`config.mk`:
```
export PLATFORM = sky130hd
export DESIGN_NAME = gated_counter_timer
export DESIGN_NICKNAME = d
export VERILOG_FILES = /design/src/verilog/gated_counter_timer_pkg.sv /design/src/verilog/ref_tick_if.sv /design/src/verilog/ref_tick_gen.sv /design/src/verilog/gated_counter_timer.sv
export VERILOG_INCLUDE_DIRS = /design/src /design/src/verilog
export SDC_FILE = /design/constraint.sdc
export NUM_CORES = 1
export LEC_CHECK = 0
export BUFFER_PORTS_ARGS = -buffer_cell sky130_fd_sc_hd__buf_4
export CORE_MARGIN = 1
export CORE_UTILIZATION = 35
export DETAILED_ROUTE_END_ITERATION = 10
export SLEW_MARGIN = 5
export SYNTH_ARGS = -nofsm -noshare
export SYNTH_HDL_FRONTEND = slang
export SYNTH_HIERARCHICAL = 1
export SYNTH_SLANG_ARGS = --single-unit
```
`constraint.sdc`:
```
create_clock -name mclk_i -period 5.5 [get_ports mclk_i]
set_input_delay 1.375 -clock mclk_i [delete_from_list [all_inputs] [get_ports mclk_i]]
set_output_delay 1.375 -clock mclk_i [all_outputs]
set_load 0.01 [all_outputs]
```
`src/verilog/gated_counter_timer_defs.svh`:
```
// Constants for the gated counter/timer channel
`ifndef GATED_COUNTER_TIMER_DEFS_SVH
`define GATED_COUNTER_TIMER_DEFS_SVH

`define GCT_CLK_HZ        250000000
`define GCT_REF_HZ        24000000
`define GCT_ACC_STEP      `GCT_REF_HZ
`define GCT_ACC_WRAP      `GCT_CLK_HZ
`define GCT_CNT_RESET     32'h0000_0000
`define GCT_DOUT_RESET    8'h00
`define GCT_PERIOD_RESET  32'h0000_0002
`define GCT_WIDTH_RESET   32'h0000_0001

`endif

```
`src/verilog/gated_counter_timer_pkg.sv`:
```
// Types shared by the gated counter/timer modules
package gated_counter_timer_pkg;

   typedef enum logic [1:0] {
      MODE_EVENT = 2'h0,
      MODE_FREQ  = 2'h1,
      MODE_EDGE  = 2'h2,
      MODE_RATE  = 2'h3
   } ct_mode_t;

   typedef enum logic [2:0] {
      ST_IDLE = 3'b001,
      ST_WAIT = 3'b010,
      ST_RUN  = 3'b100
   } edge_state_t;

endpackage : gated_counter_timer_pkg

```
`src/verilog/ref_tick_if.sv`:
```
// Reference tick carried from the generator to the counter core
interface ref_tick_if;
   logic tick;
   modport source (output tick);
   modport sink   (input  tick);
endinterface : ref_tick_if

```
`src/verilog/ref_tick_gen.sv`:
```
// Fractional divider making a 24 MHz tick from the system clock
`include "gated_counter_timer_defs.svh"

module ref_tick_gen (
   input  wire logic   mclk_i,
   input  wire logic   resetn_i,
   ref_tick_if.source  tick_o
);
   // One spare bit so that acc plus STEP cannot overflow before the wrap
   localparam logic [28:0] STEP = 29'(`GCT_ACC_STEP);
   localparam logic [28:0] WRAP = 29'(`GCT_ACC_WRAP);

   logic [28:0] acc;
   logic [28:0] next_acc;
   logic        hit;
   logic        next_hit;

   // Phase accumulator: one tick each time it passes the clock rate
   always_comb begin
      next_hit = 1'b0;
      next_acc = acc + STEP;
      if (next_acc >= WRAP) begin
         next_acc = next_acc - WRAP;
         next_hit = 1'b1;
      end
   end

   always_ff @(posedge mclk_i) begin
      if (!resetn_i) begin
         acc <= 29'h0000_0000;
         hit <= 1'b0;
      end else begin
         acc <= next_acc;
         hit <= next_hit;
      end
   end

   assign tick_o.tick = hit;
endmodule : ref_tick_gen

```
`src/verilog/gated_counter_timer.sv`:
```
// Single counter/timer channel with static digital output lines
//
// Notes on behaviour
// - One channel: event, frequency, edge, rate modes.
// - External gate: count falling edges while active.
// - Software gate: count every falling input edge.
// - Frequency: count input edges during gate pulse.
// - Edge mode: count reference from start to stop.
// - Start and stop edges selectable rise/fall.
// - Edge mode counts a 24 MHz reference.
// - Period uses two same-polarity consecutive edges.
// - Rate mode drives continuous pulses, optionally gated.
// - Output line follows its written bit level.
`include "gated_counter_timer_defs.svh"

module gated_counter_timer #(
   parameter int CW = 32,
   parameter int DW = 8
) (
   input  wire logic                                mclk_i,
   input  wire logic                                resetn_i,
   input  wire logic                                enable_i,
   input  wire gated_counter_timer_pkg::ct_mode_t   mode_i,
   input  wire logic                                ext_gate_en_i,
   input  wire logic                                gate_active_high_i,
   input  wire logic                                start_rising_i,
   input  wire logic                                stop_rising_i,
   input  wire logic [CW-1:0]                       period_i,
   input  wire logic [CW-1:0]                       width_i,
   input  wire logic                                out_active_low_i,
   input  wire logic                                count_in_i,
   input  wire logic                                gate_in_i,
   input  wire logic [DW-1:0]                       dout_bits_i,
   output logic                                     ct_out_o,
   output logic [CW-1:0]                            count_o,
   output logic                                     done_o,
   output logic                                     busy_o,
   output logic [DW-1:0]                            dout_o
);
   // -----------------------------------------------------------------
   // Reference tick for edge-to-edge timing
   // -----------------------------------------------------------------
   ref_tick_if tick_bus ();

   ref_tick_gen u_ref_tick (
      .mclk_i   (mclk_i),
      .resetn_i (resetn_i),
      .tick_o   (tick_bus)
   );

   // -----------------------------------------------------------------
   // Pin history
   // -----------------------------------------------------------------
   logic cin_last;
   logic next_cin_last;
   logic gate_last;
   logic next_gate_last;
   logic en_last;
   logic next_en_last;

   always_comb begin
      next_cin_last  = count_in_i;
      next_gate_last = gate_in_i;
      next_en_last   = enable_i;
   end

   // Reset copies the count and gate pins so that no false edge follows reset; en_last clears to 0
   always_ff @(posedge mclk_i) begin
      if (!resetn_i) begin
         cin_last  <= count_in_i;
         gate_last <= gate_in_i;
         en_last   <= 1'b0;
      end else begin
         cin_last  <= next_cin_last;
         gate_last <= next_gate_last;
         en_last   <= next_en_last;
      end
   end

   // -----------------------------------------------------------------
   // Edge and level decode
   // -----------------------------------------------------------------
   logic cin_fall;
   logic gate_rise;
   logic gate_fall;
   logic gate_act;
   logic gate_act_last;
   logic gate_open;
   logic start_ev;
   logic stop_ev;
   logic en_rise;
   logic meas_mode;
   logic is_event;
   logic is_freq;
   logic is_edge;
   logic is_rate;

   assign cin_fall      = cin_last & ~count_in_i;
   assign gate_rise     = gate_in_i & ~gate_last;
   assign gate_fall     = ~gate_in_i & gate_last;
   assign gate_act      = (gate_in_i == gate_active_high_i);
   assign gate_act_last = (gate_last == gate_active_high_i);
   assign gate_open     = !ext_gate_en_i || gate_act;
   assign start_ev      = start_rising_i ? gate_rise : gate_fall;
   assign stop_ev       = stop_rising_i ? gate_rise : gate_fall;
   assign en_rise       = enable_i & ~en_last;

   assign is_event  = (mode_i == gated_counter_timer_pkg::MODE_EVENT);
   assign is_freq   = (mode_i == gated_counter_timer_pkg::MODE_FREQ);
   assign is_edge   = (mode_i == gated_counter_timer_pkg::MODE_EDGE);
   assign is_rate   = (mode_i == gated_counter_timer_pkg::MODE_RATE);
   assign meas_mode = is_freq || is_edge;

   // -----------------------------------------------------------------
   // Counter and measurement control
   // -----------------------------------------------------------------
   gated_counter_timer_pkg::edge_state_t state;
   gated_counter_timer_pkg::edge_state_t next_state;
   logic [CW-1:0]                        count;
   logic [CW-1:0]                        next_count;
   logic                                 done;
   logic                                 next_done;
   logic                                 busy;
   logic                                 next_busy;

   always_comb begin
      next_state = state;
      next_count = count;
      next_done  = done;
      if (!enable_i) begin
         next_state = gated_counter_timer_pkg::ST_IDLE;
      end else if (en_rise) begin
         // A fresh start clears the count and any old result
         next_count = CW'(`GCT_CNT_RESET);
         next_done  = 1'b0;
         if (meas_mode) begin
            next_state = gated_counter_timer_pkg::ST_WAIT;
         end else begin
            next_state = gated_counter_timer_pkg::ST_IDLE;
         end
      end else if (is_event) begin
         next_state = gated_counter_timer_pkg::ST_IDLE;
         next_done  = 1'b0;
         if (cin_fall && gate_open) begin
            next_count = count + CW'(1);
         end
      end else if (is_freq) begin
         case (state)
            gated_counter_timer_pkg::ST_WAIT: begin
               if (gate_act && !gate_act_last) begin
                  next_state = gated_counter_timer_pkg::ST_RUN;
                  if (cin_fall) begin
                     next_count = count + CW'(1);
                  end
               end
            end
            gated_counter_timer_pkg::ST_RUN: begin
               if (gate_act) begin
                  if (cin_fall) begin
                     next_count = count + CW'(1);
                  end
               end else begin
                  next_state = gated_counter_timer_pkg::ST_IDLE;
                  next_done  = 1'b1;
               end
            end
            default: begin
               next_state = gated_counter_timer_pkg::ST_IDLE;
            end
         endcase
      end else if (is_edge) begin
         case (state)
            gated_counter_timer_pkg::ST_WAIT: begin
               if (start_ev) begin
                  next_state = gated_counter_timer_pkg::ST_RUN;
               end
            end
            gated_counter_timer_pkg::ST_RUN: begin
               if (tick_bus.tick) begin
                  next_count = count + CW'(1);
               end
               if (stop_ev) begin
                  next_state = gated_counter_timer_pkg::ST_IDLE;
                  next_done  = 1'b1;
               end
            end
            default: begin
               next_state = gated_counter_timer_pkg::ST_IDLE;
            end
         endcase
      end else begin
         // Rate mode: count is the phase within one output period
         next_state = gated_counter_timer_pkg::ST_IDLE;
         next_done  = 1'b0;
         if (gate_open) begin
            if (count >= period_i - CW'(1)) begin
               next_count = CW'(`GCT_CNT_RESET);
            end else begin
               next_count = count + CW'(1);
            end
         end
      end
      next_busy = enable_i &&
                  !(meas_mode && next_state == gated_counter_timer_pkg::ST_IDLE);
   end

   always_ff @(posedge mclk_i) begin
      if (!resetn_i) begin
         state <= gated_counter_timer_pkg::ST_IDLE;
         count <= CW'(`GCT_CNT_RESET);
         done  <= 1'b0;
         busy  <= 1'b0;
      end else begin
         state <= next_state;
         count <= next_count;
         done  <= next_done;
         busy  <= next_busy;
      end
   end

   // -----------------------------------------------------------------
   // Pulse output
   // -----------------------------------------------------------------
   logic ct_out;
   logic next_ct_out;

   // Active part of each period is the first width_i clocks
   always_comb begin
      next_ct_out = out_active_low_i;
      if (enable_i && is_rate && gate_open && count < width_i) begin
         next_ct_out = ~out_active_low_i;
      end
   end

   always_ff @(posedge mclk_i) begin
      if (!resetn_i) begin
         ct_out <= out_active_low_i;
      end else begin
         ct_out <= next_ct_out;
      end
   end

   // -----------------------------------------------------------------
   // Static output lines
   // -----------------------------------------------------------------
   logic [DW-1:0] dout;
   logic [DW-1:0] next_dout;

   for (genvar i = 0; i < DW; i++) begin : g_dout
      assign next_dout[i] = dout_bits_i[i];
   end

   always_ff @(posedge mclk_i) begin
      if (!resetn_i) begin
         dout <= DW'(`GCT_DOUT_RESET);
      end else begin
         dout <= next_dout;
      end
   end

   // -----------------------------------------------------------------
   // Outputs
   // -----------------------------------------------------------------
   assign count_o  = count;
   assign done_o   = done;
   assign busy_o   = busy;
   assign ct_out_o = ct_out;
   assign dout_o   = dout;
endmodule : gated_counter_timer

```
# Yosys cells after proc, flatten, opt, wreduce, memory -nomap -nowiden
# Index checks and enable logic that the tools add are counted.
dict set report word_totals {
  regBits 79
  output_inout_bits 43
  inputBits 84
  wordCells 100
}
dict set report op_classes {
  n_mux 39
  eq_ne 18
  reduce_logical 16
  addsub 4
  order_cmp 3
  n_bitwise 9
}
# operator n
set op_table {}
lappend op_table {{32-bit two-way mux} 12}
lappend op_table {{32-bit one-hot mux with 2 select lines} 1}
lappend op_table {{32-bit by 1-bit adder with 32-bit output, second input constant} 1}
lappend op_table {{32-bit greater-or-equal comparator} 1}
lappend op_table {{32-bit less-than comparator} 1}
lappend op_table {{32-bit by 1-bit subtractor with 32-bit output, second input constant} 1}
lappend op_table {{29-bit by 25-bit adder with 29-bit output, second input constant} 1}
lappend op_table {{29-bit by 28-bit greater-or-equal comparator with 1-bit output, second input constant} 1}
lappend op_table {{29-bit two-way mux} 1}
lappend op_table {{29-bit by 28-bit subtractor with 29-bit output, second input constant} 1}
lappend op_table {{3-bit two-way mux} 9}
lappend op_table {{5-bit != test, second input constant} 3}
lappend op_table {{1-bit two-way mux} 13}
lappend op_table {{3-bit one-hot mux with 2 select lines} 2}
lappend op_table {{5-bit by 4-bit != test with 1-bit output, second input constant} 2}
lappend op_table {{4-bit by 3-bit != test with 1-bit output, second input constant} 2}
lappend op_table {{8-bit AND reduction} 1}
lappend op_table {{1-bit logical AND} 7}
lappend op_table {{5-bit by 3-bit != test with 1-bit output, second input constant} 1}
lappend op_table {{1-bit inverter} 5}
lappend op_table {{5-bit AND reduction} 1}
lappend op_table {{5-bit nonzero test} 1}
lappend op_table {{1-bit bitwise AND} 4}
lappend op_table {{2-bit equality test, second input constant} 2}
lappend op_table {{other kinds (11)} 15}

# Logic depth before layout (Yosys ltp)
# Gate-level depths: netlist (run 1).
dict set report logic_depth {
  word_depth 14
  ltp_mapped 17
  mapped_depth_nobuf 16
}

# By module
# The synthesis (run 1) kept the hierarchy.
# mod cells_each instances area_each_um2 seq_area_each_um2
set modules_own_cells {}
lappend modules_own_cells {gated_counter_timer 554 1 4510.6 980.9}
lappend modules_own_cells {ref_tick_gen 243 1 1870.5 460.4}

# Worst setup path before layout (run 1)
# OpenSTA, ideal clock, no wires.
dict set report synth_timing {
  path_type {input port to flip-flop}
  startpoint {input port period_i[7]}
  endpoint {register count[2] (netlist: count_o[2])}
  cell_stages 16
  path_slack_ns 1.029
  setup_ns 0.074
  path_buffers 1
  t_arrival_ns 4.397
  required_ns 5.426
  cell_sequence {or4_4 nor3_4 nand3_2 nor3_2 nand2_2 nor3_2 xnor2_1 ha_1 a21o_1 a21o_1 a221oi_1 o211ai_1 o21ai_1 buf_2 nand4b_1 a31oi_1}
}
dict set report synth_via {
  elab_chain_len 8
}
# item line_no
set synth_lines {}
lappend synth_lines {{from (decl)} gated_counter_timer.sv:28} ;# input wire logic [CW-1:0] period_i,
lappend synth_lines {{32-bit by 1-bit subtractor with 32-bit output} gated_counter_timer.sv:196} ;# if (count >= period_i - CW'(1)) begin
lappend synth_lines {{32-bit greater-or-equal comparator} gated_counter_timer.sv:196}
lappend synth_lines {{32-bit two-way mux} gated_counter_timer.sv:196}
lappend synth_lines {{32-bit two-way mux} gated_counter_timer.sv:195} ;# if (gate_open) begin
lappend synth_lines {{32-bit two-way mux} gated_counter_timer.sv:171} ;# end else if (is_edge) begin
lappend synth_lines {{32-bit two-way mux} gated_counter_timer.sv:147} ;# end else if (is_freq) begin
lappend synth_lines {{32-bit two-way mux} gated_counter_timer.sv:141} ;# end else if (is_event) begin
lappend synth_lines {{32-bit two-way mux} gated_counter_timer.sv:132} ;# end else if (en_rise) begin
lappend synth_lines {{to (signal assigned)} gated_counter_timer.sv:210} ;# count <= CW'(`GCT_CNT_RESET);
lappend synth_lines {{to (signal assigned)} gated_counter_timer.sv:215} ;# count <= next_count;
lappend synth_lines {{to (decl)} gated_counter_timer.sv:119} ;# logic [CW-1:0] count;
# No other way between the ends. The select of a mux whose other input is x is not followed.
# A chain may end at the register's enable or synchronous reset.

# Worst setup path after layout (run 1)
dict set report layout_timing {
  startpoint {input port period_i[0]}
  endpoint {register count[26] (netlist: count_o[26])}
}
# The elaborated chain is that of the path after synthesis.

==> results of run 1 <==
[path summary, 6_finish.rpt]
path,from,to,cells past startpoint
setup / recovery,period_i[0],count_o[26],17
hold / removal,u_ref_tick/acc[8],u_ref_tick/acc[8],2
setup reg to reg,u_ref_tick/acc[9],u_ref_tick/acc[23],11
hold reg to reg,u_ref_tick/acc[8],u_ref_tick/acc[8],2
[cells in the mapped netlist, types with 6 or more instances]
library cell,number,area [sq um]
xor2_1,32,280
nand2b_1,10,62.6
nor2_1,91,342
o21ai_1,7,35.0
a21oi_1,38,190
nor3_1,24,120
nand3b_1,10,75.1
o21ai_0,28,140
nand3_1,18,90.1
mux2i_1,8,80.1
nor4_1,11,68.8
a31oi_1,7,43.8
xnor2_1,48,420
a211oi_1,7,52.6
and2_1,20,125
nand2_1,51,191
a21boi_0,6,45.0
inv_1,52,195
dfxtp_1,72,1440
buf_2,8,40.0
ha_1,73,913
and3_1,10,62.6
clkbuf_1,8,30.0
a21o_1,15,113
nand4_1,23,144
nor2b_1,7,43.8
[worst max-delay path, cell delays in order]
cell and delay (ps):
buf_4 120, inv_1 70, ha_1 200, nand4b_1 150, nor3_1 380, nand3b_1 250
nor3_2 440, nand3_1 160, xor2_1 180, ha_1 290, and4_1 200, a221oi_1 100
a2111oi_0 540, o21ai_1 250, o21ai_2 160, buf_4 300, nor2_1 90
[registers in the layout, summed over array words and instances (netlist names)]
signal                  cells
count_o                    32
u_ref_tick/acc             22
busy_o                      1
state                       3
cin_last                    1
u_ref_tick/tick_o.tick      1
dout_o                      8
ct_out_o                    1
gate_last                   1
done_o                      1
en_last                     1
[power breakdown]
| part | switching (uW) | total [uW] | internal (uW) |
|---|---|---|---|
| Combinational | 282 | 515 | 233 |
| Clock | 217 | 517 | 300 |
| Sequential | 68.5 | 631 | 563 |
| Total | 567 | 1660 | 1100 |
[cells in the final DEF, fill, tap and decap left out, types with 5 or more instances in the layout]
cell	n
buf_4	129
nor2_1	91
ha_1	73
dfxtp_1	72
inv_1	52
nand2_1	51
xnor2_1	48
a21oi_1	38
xor2_1	32
o21ai_0	28
nor3_1	24
nand4_1	23
and2_1	20
nand3_1	18
a21o_1	15
nor4_1	11
nand2b_1	10
nand3b_1	10
and3_1	10
clkbuf_16	9
mux2i_1	8
nor2b_1	7
a211oi_1	7
o21ai_1	7
a31oi_1	7
a21boi_0	6
o21a_1	5
or3_1	5
o31ai_1	5
and4_1	5
nor4_2	5
[cell families (layout without fill, tap and decap cells)]
group                    after synthesis  count (layout)  share of synthesized area [%]
multiplexers                          10              10                           1.61
AND/OR/NAND/NOR                      326             326                           28.3
XOR/XNOR                              80              80                           11.0
adder cells (fa/ha/maj)               73              73                           14.3
buffers and inverters                 74             197                           4.73
AO/OA/AOI/OAI                        162             162                           17.5
flip-flops                            72              72                           22.6
[layout make-up]
class,instances,area share (%)
Clock buffer,11,2.99
Clock inverter,4,0.289
Inverter,53,2.55
Multi-Input combinational cell,651,59.6
Sequential cell,72,18.5
Tap cell,229,3.68
Timing Repair Buffer,129,12.4
[stage by stage]
stage	power, uW	area (sq um)
3_5_place_dp	1150	7530
4_1_cts	1680	7790
2_1_floorplan	1010	6380
5_1_grt	1780	7790
6_report	1660	7790
3_3_place_gp	1150	7530
[routing by layer]
layer  GRT usage [%]  wire length, um  share of wire, %
met5               0                0                 0
met1            24.6             8160                48
met3            2.81              627               3.7
met2            30.6             8130                48
met4            3.42              114              0.67
==> impl_results.md, run 1 <==
- Status: complete, no violations
- Antenna-violating nets left: 0
- Max frequency: 198 MHz
- EDFF count, synth: 0
- Syn_nets: 954
- Register Area: 0.00144 sq mm
- Pwr/cell area: around 210 mW/mm^2
- Setup slack after layout: 456 ps
- Netlist cell types: between 80 and 90
- Initial core utilization: 35.6%
- DR WL/cell: 14.8 um
- Crit Path Max Fanout: 25
- Final Util: 43.5%
- Endpoints failing hold: 0
- Iteration-0 DRC count of the detailed router: about 320
- Register bit total from synthesis: 72
- Static Leak: between 0.003 and 0.004 uW
- Worst reg-to-reg setup slack: 1880 ps
- Layout area overhead: 22.1%
- Global-route wire length before repair: between 20000 and 30000 um
- Initial antenna violation count: 0
- Final Max Slew Viols: 0
- Total vias in the final route: 6083
- Final wirelength: approximately 17000 um
- # port buffers: about 130
- Non-Filler Instances: approximately 1.1k
- HPWL Detailed: about 13000 um
- Post-cts sizing count: 0
- DRC viols: 0
- Worst-Skew Late Latency: ~330 ps
- Routed vias/inst: about 5.3
- Post-route minimum period: 5040 ps
- Core footprint: between 0.015 and 0.02 sq mm
- WS Path Type: in2reg
- CTS tree: yes
- Max Root-Sink Buffers: 2
- Dpl cells: 1134
- Hold Crit Class: reg2reg
- WP data arrival: approximately 5300 ps
- Total CTS buffers: 9
- Largest net degree at the start of global routing: 30
- Final cycle utilization of the critical path: between 90% and 100%
- Max cap viols: 0
- Worst setup SP type: input pin
- Post-route setup TNS: 0 ps
- Unrepaired setup endpoints after global routing: no
- Area of the multi-input gates: 0.00464 sq mm
- Number of global-route vias before repair: between 5k and 6k
- DRT Pass-1 Iters: 5
- Antenna Cells: 0
- Share of layout cells above drive strength 1: approximately a fifth
- Register area share after synthesis: a little under a quarter
- Setup Skew: around 6.7 ps
- Layout fillers: ~1.8k
- Worst-Margin Slew: between 600 and 700 ps
- Most used flip-flop cell after synthesis: dfxtp_1
- Worst hold slack: approximately 520 ps
- GPL Wtd Cong: slightly below 0.9
- Hold_buf cts: 0
- Gr usage total: ~18%
- Postcts setup bufs: 0
- Async S/R FF share, synth: 0%
- DIE AREA: about 0.019 sq mm
- Max-slew headroom: between 50% and 60%
- DIE WIDTH: roughly 140 um
- Sink Count: 72
- Root Buffer Master: clkbuf_16
- Fin nets: approximately 1.1k
- Register clock-pin slew on the reported worst setup and hold paths: roughly 60 ps
- Synth warnings: 6
- Die H: around 140 um
- Worst setup EP type: flop
- Std-Cell Rows: 49
- Worst VDD drop: between 0.15 and 0.2 mV
- CP required: about 5700 ps
- Mapped Area: 0.00638 sq mm
- Setup violation total in the final timing report: 0
- Total grt overflow: 0
- Htree depth: 3
- Post-Place Worst Slack: 182 ps
- Top Ports: approximately 130
- Syn Area/Cell: approximately 8 sq um
- Mapped Cells: between 700 and 800
(Power assumes the default switching activity.)
==> inputs of run 2 (changes only) <==
CORE_MARGIN = 4   (was 1)
clock period = 5.49 ns   (was 5.5 ns; I/O delays follow)
==> run 2 against run 1 <==
Wire length down 0.34%. Largest power group is now clock. Cell count about the same. Die area is 8.9% higher. Register-to-register slack got worse by 60 ps. Largest cell class unchanged. Total power up 8.0%. Sequential cell count did not move. Clock skew grew 1.7 ps. Critical endpoint is now count_o[29]. Sequential share of layout area fell by 0.17 points. Sequential power is essentially flat. Setup slack better by 110 ps.
==> impl_results.md, run 2 (synthesis results as in run 1) <==
- Antenna Cells: 0
- Worst-Skew Late Latency: 330 ps
- Post-cts sizing count: 0
- Unrepaired setup endpoints after global routing: no
- Sink Count: between 70 and 80
- Static Leak: around 0.0034 uW
- Post-route setup TNS: 0 ps
- Hold path depth: 2
- Max Root-Sink Buffers: 2
- Die H: between 100 and 150 um
- Worst VDD drop: around 0.17 mV
- Gr usage total: 16.6%
- Worst reg-to-reg setup slack: between 1500 and 2000 ps
- CP required: roughly 5700 ps
- Worst-Margin Slew: roughly 630 ps
- Dpl cells: between 1k and 1.5k
- # port buffers: between 100 and 150
- Antenna-violating nets left: 0
- Setup slack after layout: about 560 ps
- Setup Skew: about 8.4 ps
- Crit Path Max Fanout: 25
- Postcts setup bufs: 0
- Most frequent cells in the layout: buf_4 (129), nor2_1 (91), ha_1 (73)
- DIE AREA: 0.0205 sq mm
- Max reg flops: 32
- Initial core utilization: between 30% and 40%
- Layout fillers: about 1.8k
- Commonest non-fill, non-tap cell in the layout: buf_4
- Total CTS buffers: 9
- Routed vias/inst: 5.23
- Root Buffer Master: clkbuf_16
- DR WL/cell: roughly 15 um
- CTS tree: yes
- Endpoints failing hold: 0
- Global-route wire length before repair: around 28000 um
- HPWL Detailed: roughly 14000 um
- DRT Pass-1 Iters: 4
- Non-Filler Instances: 1150
- Fin area: a little under 0.008 sq mm
- Final wirelength: between 15000 and 20000 um
- Iteration-0 DRC count of the detailed router: approximately 360
- Worst setup EP type: flop
- Hold endpoint: u_ref_tick/acc[8]
- Max cap viols: 0
- Top Ports: between 100 and 150
- Layout area overhead: 23.2%
- R2r startpoint: u_ref_tick/acc[9]
- Final Max Slew Viols: 0
- WS Path Type: in2reg
- Max frequency: 203 MHz
- Htree depth: 3
- Total grt overflow: 0
- Register clock-pin slew on the reported worst setup and hold paths: roughly 60 ps
- Fin nets: between 1k and 1.5k
- DIE WIDTH: approximately 140 um
- Initial antenna violation count: 0
- Total vias in the final route: about 6.0k
- WP data arrival: about 5000 ps
- Core footprint: about 0.018 sq mm
- R2r endpoint: u_ref_tick/acc[23]
- GPL Wtd Cong: approximately 0.84
- Max-slew headroom: 58.0%
- Share of layout cells above drive strength 1: between 10% and 20%
- Hold Crit Class: reg2reg
- Placed Area: between 0.007 and 0.008 sq mm
- Number of global-route vias before repair: around 5.7k
- Post-Place Worst Slack: approximately 180 ps
- Hold_buf cts: 0
- Std-Cell Rows: slightly below 50
- R2R depth: 11
- Hold Crit Start: u_ref_tick/acc[8]
- Post-route minimum period: ~4900 ps
- Pwr/cell area: between 200 and 250 mW/mm^2
- DRC viols: 0
- Worst setup SP type: input pin
- Status: complete, no violations
- Final cycle utilization of the critical path: approximately nine tenths
- Largest net degree at the start of global routing: 30
- Setup violation total in the final timing report: 0
run 2: cell count changes in the layout (fill, tap and decap cells not counted):
cell / previous run / this run
bufinv_16: 0 / 2
clkbuf_1: 2 / 0
clkbuf_8: 0 / 1
clkinv_2: 3 / 1
inv_6: 0 / 2
run 2: area by class of cell:
type	count	area [sq um]	area share (%)
clock buffer	10	239	3.04
inverter	53	199	2.53
clock inverter	6	90.1	1.15
multi-input combinational	651	4640	59.0
tap	229	287	3.64
sequential	72	1440	18.3
timing repair buffer	129	968	12.3
run 2: worst max-delay path, stage by stage:
cell and delay [ps]:
buf_4 110, inv_1 70, ha_1 200, nand4b_1 160
nor3_1 380, nand3b_1 250, nor3_2 430, nand3_1 150
xor2_1 170, ha_1 290, and4_1 200, a221oi_1 100
a2111oi_0 450, o21ai_1 230, o21ai_2 150, buf_4 300
nor2_1 80
run 2: where the power goes:
group          leakage [uW]  total (uW)  internal, uW  switching [uW]
registers          0.000589         633           564            69.2
logic               0.00263         515           234             281
clock network      0.000159         648           413             235
run 2: stage by stage:
| step | hold WS [ps] | power [uW] | utilization (%) |
|---|---|---|---|
| after floorplan | 481 | 1010 | - |
| after global placement | 501 | 1150 | 41.9 |
| after detailed placement | 507 | 1160 | 41.9 |
| after CTS | 515 | 1810 | 43.8 |
| after global routing | 544 | 1920 | 43.8 |
| final | 514 | 1800 | 43.8 |
run 2: layer usage:
layer  GRT usage [%]  vias to the layer above  wire (um)
met2            27.4                      113       8230
li1                -                     3112          -
met1            22.8                     2774       7820
met5               0                        -          0
met3            2.98                       13        786
met4            3.15                        0        128
run 2: worst max path at each step:
stage | from | endpoint | slack, ps | cells past startpoint
global route | period_i[0] | count_o[28] | 200 | 18
detailed placement | period_i[0] | count_o[11] | 180 | 17
finish | period_i[0] | count_o[29] | 560 | 17
global placement | period_i[3] | count_o[3] | 420 | 17
floorplan | period_i[7] | count_o[2] | 1020 | 16
CTS | period_i[0] | count_o[29] | 530 | 17
==> inputs of run 3 (changes only) <==
SYNTH_HIERARCHICAL = unset   (was 1)
==> run 3 against run 2 <==
Synthesized cell count is 2.8% lower. Sequential cell count did not move. Clock skew down 1.9 ps. Largest cell class unchanged. Largest power group is now combinational logic.
==> impl_results.md, run 3 <==
- Status: complete, no violations
- R2r startpoint: u_ref_tick.acc[9]
- Hold Crit Class: reg2reg
- Pwr/cell area: ~240 mW/mm^2
- R2r endpoint: u_ref_tick.acc[21]
- DIE AREA: 0.0199 sq mm
- Synth area leader: dfxtp_1
- Sink Count: 72
- Crit path to: count_o[10]
- Max cap viols: 0
- Fin nets: roughly 1.1k
- Most used flip-flop cell after synthesis: dfxtp_1
- Worst setup SP type: input pin
- Layout area overhead: 26.1%
- Non-Filler Instances: roughly 1.1k
- Layout fillers: around 1.7k
- Root Buffer Master: clkbuf_16
- Final wirelength: 17100 um
- Commonest non-fill, non-tap cell in the layout: buf_4
- Endpoints failing hold: 0
- Worst VDD drop: 0.135 mV
- WS Path Type: in2reg
- Max reg flops: 32
- Initial antenna violation count: 0
- Iteration-0 DRC count of the detailed router: ~290
- Total CTS buffers: 9
- Syn_nets: about 930
- Largest net degree at the start of global routing: 27
- R2R depth: 10
- DR WL/cell: between 15 and 20 um
- Register clock-pin slew on the reported worst setup and hold paths: approximately 60 ps
- Final Max Slew Viols: 0
- Core footprint: 0.0174 sq mm
- Total grt overflow: 0
- Total vias in the final route: ~6.0k
- Die H: 141 um
- Static Leak: about 0.0035 uW
- Most frequent cells in the layout: buf_4 (143), nor2_1 (74), ha_1 (73)
- Synth warnings: 0
- Crit Path Max Fanout: 8
- Top Ports: roughly 130
- Worst-Skew Late Latency: approximately 340 ps
- Initial core utilization: 35.8%
- Mapped Cells: 775
- Unrepaired setup endpoints after global routing: no
- Syn Area/Cell: between 8 and 9 sq um
- Antenna-violating nets left: 0
- Top cells by count, synth: nor2_1 (76), ha_1 (73), dfxtp_1 (72), inv_1 (51), nand2_1 (50)
- Std-Cell Rows: 48
- Global-route wire length before repair: roughly 28000 um
- HPWL Detailed: 13300 um
- Worst setup path startpoint: period_i[9]
- Post-synth top area share: 23.2%
- Worst hold slack: about 550 ps
- WP data arrival: 5420 ps
- Async S/R FF share, synth: 0%
- Routed vias/inst: around 5.3
- Post-route minimum period: roughly 5200 ps
- Worst reg-to-reg setup slack: roughly 1900 ps
- CTS tree: yes
- Hold_buf cts: 0
- Max Root-Sink Buffers: 2
- Htree depth: 3
- Max-slew headroom: 33.0%
- Netlist cell types: 76
- Antenna Cells: 0
- Max frequency: slightly below 200 MHz
- Register area share after synthesis: a little under a quarter
- Final cycle utilization of the critical path: ~95%
- Worst-Margin Slew: approximately 1000 ps
- GPL Wtd Cong: roughly 0.86
- Final Util: 45.1%
- # port buffers: 126
- Register bit total from synthesis: 72
- Setup Skew: approximately 6.5 ps
- Gr usage total: between 10% and 20%
- Setup violation total in the final timing report: 0
- Synth area leaders: dfxtp_1 (23%), ha_1 (15%), xnor2_1 (5.5%), xor2_1 (5.1%), nor2_1 (4.6%)
- Worst setup EP type: flop
- Dpl cells: ~1.1k
- EDFF count, synth: 0
- DRT Pass-1 Iters: 5
- DRC viols: 0
- DIE WIDTH: 141 um
- Share of layout cells above drive strength 1: roughly 21%
- Cell with the most instances after synthesis: nor2_1
- Mapped Area: ~0.0062 sq mm
- Number of global-route vias before repair: 5621
- CP required: roughly 5700 ps
run 3: cell types whose count changed after synthesis, sizes merged, moves of 6 or more:
| cell | change |
|---|---|
| nor2 | -18 |
| clkbuf | +6 |
| and2 | -7 |
| o211ai | +7 |
| a21boi | -7 |
| nand3b | -8 |
| xnor2 | -9 |
| a21o | +6 |
| nand4 | +8 |
run 3: area by class of cell:
cell class	instances	area (sq um)	share of cell area (%)
Clock buffer	10	229	2.92
Clock inverter	6	92.6	1.18
Inverter	51	191	2.44
Multi-Input combinational cell	628	4510	57.6
Sequential cell	72	1440	18.4
Tap cell	225	282	3.60
Timing Repair Buffer	144	1080	13.9
run 3: report_power, final:
part | total (uW) | switching, uW | internal [uW]
Combinational | 651 | 385 | 266
Sequential | 622 | 61.1 | 561
Clock | 642 | 242 | 400
run 3: through the flow:
stage / setup WS [ps] / power (uW) / cell area, sq um / TNS, ps
floorplan: 1.20 / 1120 / 6210 / 0
global placement: -56.8 / 1270 / 7430 / -1250
detailed placement: -221 / 1270 / 7430 / -5910
CTS: 120 / 1920 / 7750 / 0
global route: 21.1 / 2030 / 7830 / 0
finish: 296 / 1920 / 7830 / 0
run 3: kinds of logic (layout without fill, tap and decap cells):
group | Yosys count | count (layout) | synth area share, %
adder cells (fa/ha/maj) | 73 | 73 | 14.7
multiplexers | 10 | 10 | 1.61
buffers and inverters | 75 | 211 | 5.06
XOR/XNOR | 75 | 75 | 10.6
AO/OA/AOI/OAI | 169 | 169 | 19.5
AND/OR/NAND/NOR | 301 | 301 | 25.3
flip-flops | 72 | 72 | 23.2
run 3: critical path, cell delays in order:
cell and delay, ps:
buf_4 110, or3_1 370, or3_1 330, or3_1 340
nand2b_4 160, or2_4 290, nand2b_1 170, buf_4 140
xor2_1 140, ha_1 270, nand3_1 110, nor2_2 120
nand4_1 160, a2111o_1 420, a31oi_4 170, o41ai_2 110
o211ai_1 250, buf_4 180, buf_4 160, nor2_1 50
run 3: timing repair:
action,in CTS,in global routing
resized for setup,0,15
buffers inserted,0,1
setup endpoints to repair,0,32
hold endpoints to repair,0,0
run 3: how the worst min path moves through the flow:
stage	from	endpoint	depth (start not counted)
floorplan	u_ref_tick.acc[8]	u_ref_tick.acc[8]	2
global placement	u_ref_tick.acc[8]	u_ref_tick.acc[8]	2
detailed placement	u_ref_tick.acc[8]	u_ref_tick.acc[8]	2
CTS	u_ref_tick.acc[8]	u_ref_tick.acc[8]	2
global route	u_ref_tick.acc[8]	u_ref_tick.acc[8]	2
finish	u_ref_tick.acc[8]	u_ref_tick.acc[8]	2
run 3: per-layer routing:
layer / track usage (%) / up-vias / routed length, um
li1: - / 3080 / -
met1: 24.7 / 2751 / 8550
met2: 26.0 / 164 / 7410
met3: 2.88 / 10 / 993
met4: 4.74 / 0 / 159
met5: 0 / - / 0
